`config.mk`:
```
export PLATFORM = sky130hd
export DESIGN_NAME = digitizer_output_timing
export DESIGN_NICKNAME = d
export VERILOG_FILES = /design/src/rtl/digitizer_timing_pkg.sv /design/src/rtl/digitizer_output_timing.sv /design/src/rtl/bit_sync.sv /design/src/rtl/sample_phase_delay.sv
export SDC_FILE = /design/constraint.sdc
export NUM_CORES = 1
export LEC_CHECK = 0
export BUFFER_PORTS_ARGS = -buffer_cell sky130_fd_sc_hd__buf_2
export CORE_ASPECT_RATIO = 1.5
export CORE_MARGIN = 3
export CORE_UTILIZATION = 59
export CTS_CLUSTER_SIZE = 14
export DETAILED_ROUTE_END_ITERATION = 8
export PLACE_DENSITY = 0.8
export RECOVER_POWER = 50
export SLEW_MARGIN = 25
export SYNTH_ARGS = -nofsm -noshare
export SYNTH_HDL_FRONTEND = slang
export SYNTH_SLANG_ARGS = --single-unit
```
`constraint.sdc`:
```
create_clock -name clk -period 9.3 [get_ports clk]
set_input_delay 0.93 -clock clk [delete_from_list [all_inputs] [get_ports clk]]
set_output_delay 0.93 -clock clk [all_outputs]
set_load 0.05 [all_outputs]
```
`src/rtl/digitizer_timing_pkg.sv`:
```
// Constants shared by the digitizer sample and output timing design.
package digitizer_timing_pkg;

    // -------------------------------------------------------------------
    // Widths
    // -------------------------------------------------------------------
    localparam int PHASE_W   = 5;
    localparam int COUNT_W   = 12;
    localparam int SAMPLE_W  = 24;
    localparam int PIPE_DEPTH = 6;

    // -------------------------------------------------------------------
    // Register offsets (byte addresses)
    // -------------------------------------------------------------------
    localparam logic [7:0] CTRL_OFFSET   = 8'h00;
    localparam logic [7:0] STATUS_OFFSET = 8'h04;

    // -------------------------------------------------------------------
    // Control register fields
    // -------------------------------------------------------------------
    localparam int CTRL_PHASE_LSB       = 0;
    localparam int CTRL_ORDER_BIT       = 8;
    localparam int CTRL_POLARITY_BIT    = 9;
    localparam int CTRL_DUAL_BIT        = 10;
    localparam int CTRL_ALT_BIT         = 11;
    localparam int CTRL_EXT_CLOCK_BIT   = 12;

    // -------------------------------------------------------------------
    // Status register fields
    // -------------------------------------------------------------------
    localparam int STATUS_PERIOD_LSB = 0;
    localparam int STATUS_LINE_LSB   = 16;

    // -------------------------------------------------------------------
    // Reset values
    // -------------------------------------------------------------------
    localparam logic [PHASE_W-1:0] PHASE_RESET    = 5'h00;
    localparam logic               ORDER_RESET    = 1'b0;
    localparam logic               POLARITY_RESET = 1'b0;
    localparam logic               DUAL_RESET     = 1'b0;
    localparam logic               ALT_RESET      = 1'b0;
    localparam logic               EXT_RESET      = 1'b0;

    // -------------------------------------------------------------------
    // AHB-Lite encodings
    // -------------------------------------------------------------------
    localparam logic [1:0] HTRANS_NONSEQ = 2'h2;
    localparam logic       HRESP_OKAY    = 1'b0;

endpackage : digitizer_timing_pkg

```
`src/rtl/digitizer_output_timing.sv`:
```
// Sampling clock phase, output pipeline, port steering and sync output.
//
// Chosen here: the AHB-Lite register port and the register addresses.
`timescale 1ns/1ps

module digitizer_output_timing
    import digitizer_timing_pkg::*;
(
    input  wire logic                                     clk,
    input  wire logic                                     rst_n,
    input  wire logic                                     hsel,
    input  wire logic [31:0]                              haddr,
    input  wire logic [1:0]                               htrans,
    input  wire logic                                     hwrite,
    input  wire logic [2:0]                               hsize,
    input  wire logic [31:0]                              hwdata,
    input  wire logic                                     hready,
    output logic      [31:0]                              hrdata,
    output logic                                          hreadyout,
    output logic                                          hresp,
    input  wire logic                                     pll_pixel_clock,
    input  wire logic                                     external_pixel_clock,
    input  wire logic                                     hsync_input,
    input  wire logic                                     sample_clock_invert,
    input  wire logic                                     power_down_n,
    input  wire logic [digitizer_timing_pkg::SAMPLE_W-1:0] converter_sample,
    output logic      [digitizer_timing_pkg::SAMPLE_W-1:0] port_a_data,
    output logic      [digitizer_timing_pkg::SAMPLE_W-1:0] port_b_data,
    output logic                                          output_data_clock,
    output logic                                          output_data_clock_n,
    output logic                                          hsync_output,
    output logic                                          outputs_oe
);

    // -------------------------------------------------------------------
    // Function
    // -------------------------------------------------------------------

    // Half of a count, used for the mid-line limit.
    function automatic logic [COUNT_W-1:0] half_of(
        input logic [COUNT_W-1:0] value
    );
        half_of = {1'b0, value[COUNT_W-1:1]};
    endfunction : half_of

    // -------------------------------------------------------------------
    // Declarations
    // -------------------------------------------------------------------

    logic [PHASE_W-1:0] phase_q;
    logic               order_q;
    logic               polarity_q;
    logic               dual_q;
    logic               alt_q;
    logic               ext_clock_q;

    logic               wr_pending_q;
    logic               rd_pending_q;
    logic [7:0]         addr_q;
    logic [31:0]        read_word;

    logic [4:0]         pins_sync;
    logic               pll_clock_s;
    logic               ext_clock_s;
    logic               hsync_s;
    logic               invert_s;
    logic               power_s;

    logic               pixel_clock;
    logic               sample_pulse;
    logic               fall_pulse;
    logic [COUNT_W-1:0] period;

    logic               hs_sampled_q;
    logic [COUNT_W-1:0] sample_idx_q;
    logic [COUNT_W-1:0] line_len_q;
    logic               lead_pending_q;

    logic [SAMPLE_W-1:0] pipe_data_q [PIPE_DEPTH];
    logic                pipe_even_q [PIPE_DEPTH];

    logic                dck_q;
    logic                hs_out_q;
    logic [SAMPLE_W-1:0] port_a_q;
    logic [SAMPLE_W-1:0] port_b_q;

    logic               addr_phase;
    logic               hit_ctrl;
    logic               hit_status;
    logic [31:0]        ctrl_word;
    logic [31:0]        status_word;
    logic               hs_active;
    logic               hs_lead;
    logic               hs_trail;
    logic               hs_mid_line;
    logic [COUNT_W-1:0] next_idx;
    logic               out_even;
    logic               to_port_a;
    logic               out_step;

    // -------------------------------------------------------------------
    // Register bus
    // -------------------------------------------------------------------

    assign addr_phase = hsel & hready & (htrans == HTRANS_NONSEQ);
    assign hit_ctrl   = (addr_q == CTRL_OFFSET);
    assign hit_status = (addr_q == STATUS_OFFSET);
    assign hreadyout  = 1'b1;
    assign hresp      = HRESP_OKAY;
    assign hrdata     = read_word;

    assign ctrl_word = {19'h00000, ext_clock_q, alt_q, dual_q, polarity_q,
                        order_q, 3'h0, phase_q};
    assign status_word = {4'h0, line_len_q, 4'h0, period};

    always_ff @(posedge clk or negedge rst_n) begin
        if (!rst_n) begin
            wr_pending_q <= 1'b0;
            rd_pending_q <= 1'b0;
            addr_q       <= 8'h00;
        end else begin
            wr_pending_q <= addr_phase & hwrite;
            rd_pending_q <= addr_phase & ~hwrite;
            if (addr_phase) begin
                addr_q <= haddr[7:0];
            end
        end
    end

    // Read data follows the address latched in the address phase.
    always_comb begin
        if (hit_ctrl) begin
            read_word = ctrl_word;
        end else if (hit_status) begin
            read_word = status_word;
        end else begin
            read_word = 32'h00000000;
        end
        if (!rd_pending_q) begin
            read_word = 32'h00000000;
        end
    end

    always_ff @(posedge clk or negedge rst_n) begin
        if (!rst_n) begin
            phase_q     <= PHASE_RESET;
            order_q     <= ORDER_RESET;
            polarity_q  <= POLARITY_RESET;
            dual_q      <= DUAL_RESET;
            alt_q       <= ALT_RESET;
            ext_clock_q <= EXT_RESET;
        end else if (wr_pending_q && hit_ctrl) begin
            phase_q     <= hwdata[CTRL_PHASE_LSB +: PHASE_W];
            order_q     <= hwdata[CTRL_ORDER_BIT];
            polarity_q  <= hwdata[CTRL_POLARITY_BIT];
            dual_q      <= hwdata[CTRL_DUAL_BIT];
            alt_q       <= hwdata[CTRL_ALT_BIT];
            ext_clock_q <= hwdata[CTRL_EXT_CLOCK_BIT];
        end
    end

    // -------------------------------------------------------------------
    // Pin synchronisers
    // -------------------------------------------------------------------

    bit_sync #(
        .WIDTH (5)
    ) pin_sync (
        .clk      (clk),
        .rst_n    (rst_n),
        .async_in ({power_down_n, sample_clock_invert, hsync_input,
                    external_pixel_clock, pll_pixel_clock}),
        .sync_out (pins_sync)
    );

    assign pll_clock_s = pins_sync[0];
    assign ext_clock_s = pins_sync[1];
    assign hsync_s     = pins_sync[2];
    assign invert_s    = pins_sync[3];
    assign power_s     = pins_sync[4];
    assign pixel_clock = ext_clock_q ? ext_clock_s : pll_clock_s;

    // -------------------------------------------------------------------
    // Sampling clock
    // -------------------------------------------------------------------

    sample_phase_delay phase_delay (
        .clk          (clk),
        .rst_n        (rst_n),
        .pixel_clock  (pixel_clock),
        .phase        (phase_q),
        .invert       (invert_s),
        .alt_mode     (alt_q),
        .sample_pulse (sample_pulse),
        .fall_pulse   (fall_pulse),
        .period       (period)
    );

    // The data clock rises with each sampling strobe and falls half a
    // sampling period later, so both polarities track the phase setting.
    always_ff @(posedge clk or negedge rst_n) begin
        if (!rst_n) begin
            dck_q <= 1'b0;
        end else if (sample_pulse) begin
            dck_q <= 1'b1;
        end else if (fall_pulse) begin
            dck_q <= 1'b0;
        end
    end

    // -------------------------------------------------------------------
    // Sync retiming and sample numbering
    // -------------------------------------------------------------------

    // Polarity select high means the incoming sync is active high.
    assign hs_active = polarity_q ? hsync_s : ~hsync_s;
    assign hs_lead   = sample_pulse & hs_active & ~hs_sampled_q;
    assign hs_trail  = ~hs_sampled_q;
    assign next_idx  = (sample_idx_q != '1)
                     ? sample_idx_q + COUNT_W'(1) : sample_idx_q;
    assign hs_mid_line = (sample_idx_q >= half_of(line_len_q));

    always_ff @(posedge clk or negedge rst_n) begin
        if (!rst_n) begin
            hs_sampled_q <= 1'b0;
            sample_idx_q <= '0;
            line_len_q   <= '0;
        end else if (sample_pulse) begin
            hs_sampled_q <= hs_active;
            if (hs_lead) begin
                // The first sample after the leading edge is number one.
                sample_idx_q <= COUNT_W'(1);
                line_len_q   <= sample_idx_q;
            end else begin
                sample_idx_q <= next_idx;
            end
        end
    end

    // -------------------------------------------------------------------
    // Conversion pipeline
    // -------------------------------------------------------------------

    // In alternate mode the strobe only falls on the chosen pixel parity,
    // so one frame holds even columns and the next the odd ones.
    always_ff @(posedge clk or negedge rst_n) begin
        if (!rst_n) begin
            for (int i = 0; i < PIPE_DEPTH; i++) begin
                pipe_data_q[i] <= '0;
                pipe_even_q[i] <= 1'b0;
            end
        end else if (sample_pulse) begin
            pipe_data_q[0] <= converter_sample;
            pipe_even_q[0] <= hs_lead ? 1'b0 : ~next_idx[0];
            for (int i = 1; i < PIPE_DEPTH; i++) begin
                pipe_data_q[i] <= pipe_data_q[i-1];
                pipe_even_q[i] <= pipe_even_q[i-1];
            end
        end
    end

    // -------------------------------------------------------------------
    // Output ports
    // -------------------------------------------------------------------

    assign out_even  = pipe_even_q[PIPE_DEPTH-1];
    assign to_port_a = out_even ^ order_q;
    // A strobe on the falling cycle keeps the data clock high, so nothing
    // moves then; one sample is skipped across such a phase jump.
    assign out_step  = fall_pulse & ~sample_pulse;

    // The last stage moves out at the falling data clock edge, which
    // gives five and a half sampling cycles from sample to pins.
    always_ff @(posedge clk or negedge rst_n) begin
        if (!rst_n) begin
            port_a_q <= '0;
            port_b_q <= '0;
        end else if (out_step) begin
            if (!dual_q) begin
                port_a_q <= pipe_data_q[PIPE_DEPTH-1];
            end else if (to_port_a) begin
                port_a_q <= pipe_data_q[PIPE_DEPTH-1];
            end else begin
                port_b_q <= pipe_data_q[PIPE_DEPTH-1];
            end
        end
    end

    // -------------------------------------------------------------------
    // Outgoing sync
    // -------------------------------------------------------------------

    always_ff @(posedge clk or negedge rst_n) begin
        if (!rst_n) begin
            lead_pending_q <= 1'b0;
        end else if (hs_lead) begin
            lead_pending_q <= 1'b1;
        end else if (out_step) begin
            lead_pending_q <= 1'b0;
        end
    end

    // The pulse is active high and changes only with the data.
    always_ff @(posedge clk or negedge rst_n) begin
        if (!rst_n) begin
            hs_out_q <= 1'b0;
        end else if (out_step) begin
            if (lead_pending_q) begin
                hs_out_q <= 1'b1;
            end else if (hs_trail || hs_mid_line) begin
                hs_out_q <= 1'b0;
            end
        end
    end

    // -------------------------------------------------------------------
    // Pin drive
    // -------------------------------------------------------------------

    assign port_a_data         = port_a_q;
    assign port_b_data         = port_b_q;
    assign output_data_clock   = dck_q;
    assign output_data_clock_n = ~dck_q;
    assign hsync_output        = hs_out_q;
    assign outputs_oe          = power_s;

endmodule : digitizer_output_timing

```
`src/rtl/bit_sync.sv`:
```
// Two flip-flop synchroniser for a group of independent level inputs.
`timescale 1ns/1ps
module bit_sync #(
    parameter int WIDTH = 1
) (
    input  wire logic             clk,
    input  wire logic             rst_n,
    input  wire logic [WIDTH-1:0] async_in,
    output logic      [WIDTH-1:0] sync_out
);

    logic [WIDTH-1:0] meta_q;
    logic [WIDTH-1:0] sync_q;

    always_ff @(posedge clk or negedge rst_n) begin
        if (!rst_n) begin
            meta_q <= '0;
            sync_q <= '0;
        end else begin
            meta_q <= async_in;
            sync_q <= meta_q;
        end
    end

    assign sync_out = sync_q;

endmodule : bit_sync

```
`src/rtl/sample_phase_delay.sv`:
```
// Measures the pixel clock period and produces the delayed sampling strobes.
`timescale 1ns/1ps
module sample_phase_delay
    import digitizer_timing_pkg::*;
(
    input  wire logic                                    clk,
    input  wire logic                                    rst_n,
    input  wire logic                                    pixel_clock,
    input  wire logic [digitizer_timing_pkg::PHASE_W-1:0] phase,
    input  wire logic                                    invert,
    input  wire logic                                    alt_mode,
    output logic                                         sample_pulse,
    output logic                                         fall_pulse,
    output logic      [digitizer_timing_pkg::COUNT_W-1:0] period
);

    logic               pix_q;
    logic [COUNT_W-1:0] cnt_q;
    logic [COUNT_W-1:0] period_q;
    logic               parity_q;
    logic               seen_q;
    logic [COUNT_W-1:0] dly_q;
    logic               armed_q;
    logic [COUNT_W-1:0] fall_q;
    logic               fall_armed_q;

    logic                       pix_rise;
    logic                       accept;
    logic [COUNT_W+PHASE_W-1:0] product;
    logic [COUNT_W:0]           raw_offset;
    logic [COUNT_W-1:0]         offset;
    logic [COUNT_W-1:0]         sck_half;

    assign pix_rise = pixel_clock & ~pix_q;
    // In alternate mode only every second edge is used; the invert input
    // picks which one, a half cycle of the halved sampling clock. No strobe
    // is made before a whole pixel period has been measured.
    assign accept   = pix_rise & (period_q != '0)
                    & (~alt_mode | (parity_q == invert));
    // Each phase step is one thirty-second of the pixel period.
    assign product  = period_q * phase;
    assign raw_offset = {1'b0, product[COUNT_W+PHASE_W-1:PHASE_W]}
                      + ((invert & ~alt_mode) ? {2'b00, period_q[COUNT_W-1:1]}
                                              : '0);
    assign offset   = (raw_offset >= {1'b0, period_q})
                    ? COUNT_W'(raw_offset - {1'b0, period_q})
                    : raw_offset[COUNT_W-1:0];
    assign sck_half = alt_mode ? period_q : {1'b0, period_q[COUNT_W-1:1]};
    assign sample_pulse = armed_q & (dly_q == offset);
    assign fall_pulse   = fall_armed_q & (fall_q == '0);
    assign period       = period_q;

    always_ff @(posedge clk or negedge rst_n) begin
        if (!rst_n) begin
            pix_q    <= 1'b0;
            cnt_q    <= '0;
            period_q <= '0;
            parity_q <= 1'b0;
            seen_q   <= 1'b0;
        end else begin
            pix_q <= pixel_clock;
            if (pix_rise) begin
                // The count up to the first edge is not a whole period.
                if (seen_q) begin
                    period_q <= cnt_q + COUNT_W'(1);
                end
                seen_q   <= 1'b1;
                cnt_q    <= '0;
                parity_q <= ~parity_q;
            end else if (cnt_q != '1) begin
                cnt_q <= cnt_q + COUNT_W'(1);
            end
        end
    end

    always_ff @(posedge clk or negedge rst_n) begin
        if (!rst_n) begin
            dly_q   <= '0;
            armed_q <= 1'b0;
        end else if (accept) begin
            dly_q   <= '0;
            armed_q <= 1'b1;
        end else if (sample_pulse) begin
            armed_q <= 1'b0;
        end else if (armed_q) begin
            dly_q <= dly_q + COUNT_W'(1);
        end
    end

    // The falling half of the data clock lasts half a sampling period.
    always_ff @(posedge clk or negedge rst_n) begin
        if (!rst_n) begin
            fall_q       <= '0;
            fall_armed_q <= 1'b0;
        end else if (sample_pulse) begin
            fall_q       <= (sck_half > COUNT_W'(1))
                          ? sck_half - COUNT_W'(1) : '0;
            fall_armed_q <= 1'b1;
        end else if (fall_pulse) begin
            fall_armed_q <= 1'b0;
        end else if (fall_armed_q) begin
            fall_q <= fall_q - COUNT_W'(1);
        end
    end

endmodule : sample_phase_delay

```
Word level (Yosys, flattened, before mapping)
Cells that the tools add are included.
{"block": "classes", "div_mod_pow": 0, "order_cmp": 3, "n_shift": 0, "n_mux": 30, "reduce_logical": 21, "multipliers": 1, "bitwise_logic": 25, "n_addsub": 7, "eq_ne": 9}
{"cell": "$mux 12", "count": 13}
{"cell": "$mux 32", "count": 2}
{"cell": "$mux 24", "count": 2}
{"cell": "$add 12x1->12 const B", "count": 3}
{"cell": "$mux 28", "count": 1}
{"cell": "$ne 12x12->1 const B", "count": 2}
{"cell": "$sub 12x1->12 const B", "count": 2}
{"cell": "$mul 12x5->17", "count": 1}
{"cell": "$reduce_bool 2->1", "count": 8}
{"cell": "$reduce_and 2->1", "count": 7}
{"cell": "$add 12x11->13", "count": 1}
{"cell": "$and 1x1->1", "count": 13}
{"cell": "$ge 13x12->1", "count": 1}
{"cell": "$eq 12x12->1", "count": 1}
{"cell": "$ge 12x11->1", "count": 1}
{"cell": "$gt 12x1->1 const B", "count": 1}
{"cell": "$logic_not 12->1", "count": 1}
{"cell": "$reduce_bool 12->1", "count": 1}
{"cell": "$sub 12x12->12", "count": 1}
{"cell": "$mux 1", "count": 11}
{"cell": "$mux 11", "count": 1}
{"cell": "$not 1->1", "count": 10}
{"cell": "$eq 8x3->1 const B", "count": 1}
{"cell": "$logic_not 8->1", "count": 1}
{"cell": "9 further kinds", "count": 10}
{"block": "word_totals", "output_inout_bits": 86, "memories": 0, "mem_bits_ro": 0, "in_bits": 103, "mem_bits_rw": 0, "regBits": 308, "word_cells": 136, "latch_bits": 0}

Logic depth before layout (Yosys ltp)
{"block": "depth", "word_depth": 12, "ltp_mapped": 42, "ltp_nobuf": 35}

Cells and area by module
Synthesis repeated with hierarchy kept, for this count alone.
{"block": "hier_totals", "cells_unflattened": 1480, "hier_area_um2": 16851.2}
{"mod": "digitizer_output_timing", "seq_area_each_um2": 6155.9, "cells_each": 663, "area_per_inst_um2": 9954.5, "n_inst": 1}
{"mod": "sample_phase_delay", "seq_area_each_um2": 1326.3, "cells_each": 807, "area_per_inst_um2": 6646.4, "n_inst": 1}
{"mod": "bit_sync", "seq_area_each_um2": 250.2, "cells_each": 10, "area_per_inst_um2": 250.2, "n_inst": 1}

Worst setup path after synthesis
OpenSTA, ideal clock, no wires.
{"block": "synth_path", "path_kind": "flip-flop to flip-flop", "startpoint": "register phase_delay.period_q[2], in the netlist phase_delay.period[2]", "endpoint": "register port_b_q[10], in the netlist port_b_data[10]", "synth_period_minus_slack_ps": 8518, "setup_slack_ps": 782, "path_stages_with_launch": 41, "setup_time_ps": 125, "path_buffers": 7, "required_ps": 9175, "t_arrival_ps": 8393, "cell_sequence": "dfrtp_1 -> clkbuf_1 -> clkbuf_1 -> nand2_1 -> fa_1 -> fa_1 -> inv_1 -> fa_1 -> ha_1 -> a21o_1 -> a21o_1 -> o21ai_1 -> a21oi_1 -> a21oi_1 -> nor2b_1 -> nor2_1 -> nor2b_1 -> o21a_1 -> [5 not listed] -> o21bai_1 -> xnor2_1 -> ha_1 -> a21oi_1 -> o21ai_2 -> nor3b_1 -> a21oi_2 -> or2_0 -> buf_2 -> nor3_1 -> mux2_2 -> nor4b_4 -> and4_1 -> buf_6 -> or3_1 -> buf_4 -> buf_6 -> mux2_4"}
{"block": "synth_between", "elab_chain_len": 9, "elab_cells_between_ends": 11, "classes_between": "add/sub: 2; mul: 1; order compare: 1; eq/ne: 1; mux: 2; bitwise: 3; reduce/logical: 1"}
{"element": "start, declared", "line": "sample_phase_delay.sv:19", "rtl": "logic [COUNT_W-1:0] period_q;"}
{"element": "start signal, assigned", "line": "sample_phase_delay.sv:65", "rtl": "period_q <= cnt_q + COUNT_W'(1);"}
{"element": "$mul 12x5->17 or $mux 11 (tied branches)", "line": "sample_phase_delay.sv:41, sample_phase_delay.sv:43"}
{"element": "$add 12x11->13", "line": "sample_phase_delay.sv:43", "rtl": "+ ((invert & ~alt_mode) ? {2'b00, period_q[COUNT_W-1:1]}"}
{"element": "$sub 12x12->12 or $ge 13x12->1 (tied branches)", "line": "sample_phase_delay.sv:46, sample_phase_delay.sv:45"}
{"element": "$mux 12 *", "line": "sample_phase_delay.sv:46", "rtl": "? COUNT_W'(raw_offset - {1'b0, period_q})"}
{"element": "$eq 12x12->1 *", "line": "sample_phase_delay.sv:49", "rtl": "assign sample_pulse = armed_q & (dly_q == offset);"}
{"element": "$and 1x1->1 *", "line": "sample_phase_delay.sv:49"}
{"element": "$not 1->1 *", "line": "digitizer_output_timing.sv:270", "rtl": "assign out_step = fall_pulse & ~sample_pulse;"}
{"element": "$and 1x1->1 *", "line": "digitizer_output_timing.sv:270"}
{"element": "$reduce_and 3->1 (no source line) *"}
{"element": "end signal, assigned", "line": "digitizer_output_timing.sv:284", "rtl": "port_b_q <= pipe_data_q[PIPE_DEPTH-1];"}
{"element": "end, declared", "line": "digitizer_output_timing.sv:85", "rtl": "logic [SAMPLE_W-1:0] port_b_q;"}
Every way passes the cells marked *; elsewhere a longest branch is shown, timed or not.
A chain may end at the register's enable or synchronous reset.

Final worst setup path
{"block": "layout_path", "startpoint": "register phase_delay.period_q[3], in the netlist phase_delay.period[3]", "endpoint": "register sample_idx_q[9]"}
{"block": "layout_between", "elab_chain_len": 10, "elab_cells_between_ends": 13, "classes_between": "add/sub: 2; mul: 1; order compare: 1; eq/ne: 1; mux: 3; bitwise: 3; reduce/logical: 2"}
{"element": "$mul 12x5->17 or $mux 11 (tied branches)", "line": "sample_phase_delay.sv:41, sample_phase_delay.sv:43"}
{"element": "$add 12x11->13", "line": "sample_phase_delay.sv:43"}
{"element": "$sub 12x12->12 or $ge 13x12->1 (tied branches)", "line": "sample_phase_delay.sv:46, sample_phase_delay.sv:45"}
{"element": "$mux 12 *", "line": "sample_phase_delay.sv:46"}
{"element": "$eq 12x12->1 *", "line": "sample_phase_delay.sv:49"}
{"element": "$and 1x1->1 *", "line": "sample_phase_delay.sv:49"}
{"element": "$and 1x1->1 (2 in a row)", "line": "digitizer_output_timing.sv:217", "rtl": "assign hs_lead = sample_pulse & hs_active & ~hs_sampled_q;"}
{"element": "$reduce_bool 2->1 (no source line)"}
{"element": "$reduce_and 2->1 (no source line)"}
{"element": "end signal, assigned", "line": "digitizer_output_timing.sv:235", "rtl": "sample_idx_q <= next_idx;"}
{"element": "end, declared", "line": "digitizer_output_timing.sv:75", "rtl": "logic [COUNT_W-1:0] sample_idx_q;"}
Marks and branches as above.

==> reports/metrics.csv <==
metric,value,unit
hold_viol,0,
synth_warnings,0,
initial_core_util,60.1,%
clock_latency,0.56,ns
synth_area_per_cell,11.1,sq um
row_count,75,
yosys.area_share.simple,12.5,%
port-buffer-count,130,
layout-drive-gt1-share,19.1,%
routed-via-count,11600,
ys_seq_elements,308,
slowest_stage,fa_1,
antenna_found_initial,2,
synth_xor_area_share,3.34,%
fp.coreArea,28200,sq um
routed_wl,36100,microns
grt_pass1_vias,11900,
path_class,reg2reg,
synth_edf_count,0,
synth_cell_type_count,78,
cts.sinks,308,
post_drt_wl_per_cell,18.1,microns
worstPathRequired,9.75,ns
leakagePower,9.20,nW
grt_pass1_wl,59700,microns
endpoint_kind,register,
hold_class,reg2reg,
syn_area,16900,sq um
die_w,144,microns
gp_congestion,0.954,
power.density,276,nW/um^2
clockBufferDepth,3,
root_buffer,clkbuf_16,
synth.mux.area_fraction,16.7,%
synth_seq_area_share,45.6,%
numCtsBuffers,28,
num-fill-cells,2113,
critical_path_arrival,9.29,ns
synth_fa_ha_area_share,8.48,%
yosys_most_used_dff,dfrtp_1,
setup_violations,0,
synthTopCellsByArea,"dfrtp_1, mux2_2, mux2_1",
wl_met2,18600,microns
clkTransAtPathRegs,0.06,ns
detail-route-antenna-nets,0,
cp-start-kind,register,
route.met3.wl,1680,microns
synthArstFlopShare,100,%
tightest_slew,6.15,ns
io-pin-count,189,
syn2layout_area_growth,10.4,%
yosys-top-cells-count,"dfrtp_1, mux2_2, nand2_1, nor2_1, mux2_1",
die_y,213,microns
final_max_slew_viol_count,187,
crit_fanout,12,
routed_via_density,5.81,
synth.most_common_cell,dfrtp_1,
critical-path-top-delay-family,adder cells,
syn-instance-count,1524,
drc_errors,0,
cp_num_buf_inv,4,
cts_tree,built,
tns,0,ns
worst_hold_slack,0.348,ns
drv_cap,2,
die_area,30800,sq um
met1_length,14200,microns
nets,1833,
synth_largest_area_cell,dfrtp_1,
grt_use_total,24.0,%
post-route-min-period,8.84,ns
synth_top_family_by_area,multiplexers,
ir_drop,196,uV
first_pass_iters,5,
skew,0.0305,ns
n_antenna_cell,0,
violations,"capacitance limit, slew limit",
grt_overflow,0,
total_power,5.15,mW
slowest_delay,0.54,ns
slew-limit-headroom,-310,%
status,"finished, violations left",
initialDrtViolationCount,423,
grt_start_max_net_pins,126,
synth_compound_area_share,9.09,%
max_freq,0.113,GHz
rsz0062_at_grt,false,
htree_levels,1,
synth_top_area_share,45.6,%
fin_crit_sh,95.1,%
top_layer,met5,
dp_hpwl,26100,microns
-- state kept, by name, summed over array words and instances (netlist names), 5 cells and up --
signal and flops:
addr_q 8, line_len_q 12, phase_delay.cnt_q 12, phase_delay.dly_q 12, phase_delay.fall_q 12, phase_delay.period 12
phase_q 5, pin_sync.meta_q 5, pin_sync.sync_out 5, pipe_data_q 144, pipe_even_q 5, port_a_data 24
port_b_data 24, sample_idx_q 12
-- layer usage --
layer	track usage, %	vias to the layer above
li1	-	5544
met1	29.4	5723
met2	42.2	244
met3	4.01	91
met4	9.75	4
met5	0	-
-- path summary, 6_finish.rpt --
| check | from | to | slack, ns | depth (start not counted) |
|---|---|---|---|---|
| min in group asynchronous | rst_n | pipe_data_q[64] | 2.69 | 1 |
| worst max register to register | phase_delay.period[3] | sample_idx_q[9] | 0.46 | 32 |
| worst min-delay path | pin_sync.meta_q[4] | pin_sync.sync_out[4] | 0.35 | 0 |
| worst max-delay path | phase_delay.period[3] | sample_idx_q[9] | 0.46 | 32 |
| worst min register to register | pin_sync.meta_q[4] | pin_sync.sync_out[4] | 0.35 | 0 |
| max in group asynchronous | rst_n | pipe_data_q[99] | 2.21 | 3 |
-- cells by family (layout without fill, tap and decap cells) --
kind of cell,after synthesis,count (layout)
AND/OR/NAND/NOR,408,408
adder cells (fa/ha/maj),96,96
XOR/XNOR,63,63
other,2,9
multiplexers,246,246
buffers and inverters,160,281
AO/OA/AOI/OAI,241,241
flip-flops,308,308
-- through the flow --
stage          instances  util [%]  setup WS [ns]  instance area, sq um
2_1_floorplan       1531         -          0.782                 16900
3_3_place_gp        1943      63.2          0.242                 17800
3_5_place_dp        1943      63.2          0.202                 17800
4_1_cts             1991      66.3          0.135                 18700
5_1_grt             1998      66.3        0.00146                 18700
6_report            1998      66.3          0.460                 18700
-- worst reg2reg max path: cells and delay by family, from the launching register on --
family | cells | cell delay, ns
compound gates | 10 | 2.52
xor+xnor | 3 | 0.55
fa+ha+maj | 6 | 2.66
buf+inv | 4 | 0.42
flops | 1 | 0.48
simple gates | 9 | 2.11
-- layout by cell type (no fill, tap or decap), types with 16 or more instances in the layout --
master,synthesis,routed
nand3_1,29,29
mux2i_1,16,16
nand2_1,96,96
and2_1,55,54
dfrtp_1,308,304
mux2_1,81,81
clkbuf_16,0,28
a21oi_1,62,62
inv_1,75,75
fa_1,31,31
buf_2,14,77
nor2_1,87,87
ha_1,65,65
mux2_2,129,129
nor3_1,28,27
o21ai_0,64,64
clkbuf_1,41,64
xnor2_1,41,41
mux2_4,20,20
buf_4,11,23
xor2_1,21,21
-- repair_timing --
action	4_1_cts	5_1_grt
setup buffers	0	7
hold endpoints to repair	0	0
endpoints found under the setup margin	0	249
hold buffers	0	0
gates resized for setup	0	11
-- where the power goes --
part	internal (mW)	total (mW)	switching, mW
Combinational	0.975	2.30	1.33
Clock	0.617	1.10	0.481
Sequential	1.57	1.75	0.183
-- cell type report --
type / count / area, sq um / area share (%)
Multi-Input combinational cell: 1063 / 8560 / 45.9
Sequential cell: 308 / 7710 / 41.3
Timing Repair Buffer: 158 / 811 / 4.34
Clock buffer: 42 / 793 / 4.25
Tap cell: 346 / 433 / 2.32
Inverter: 75 / 282 / 1.51
Clock inverter: 6 / 73.8 / 0.395
(Power assumes the default switching activity.)
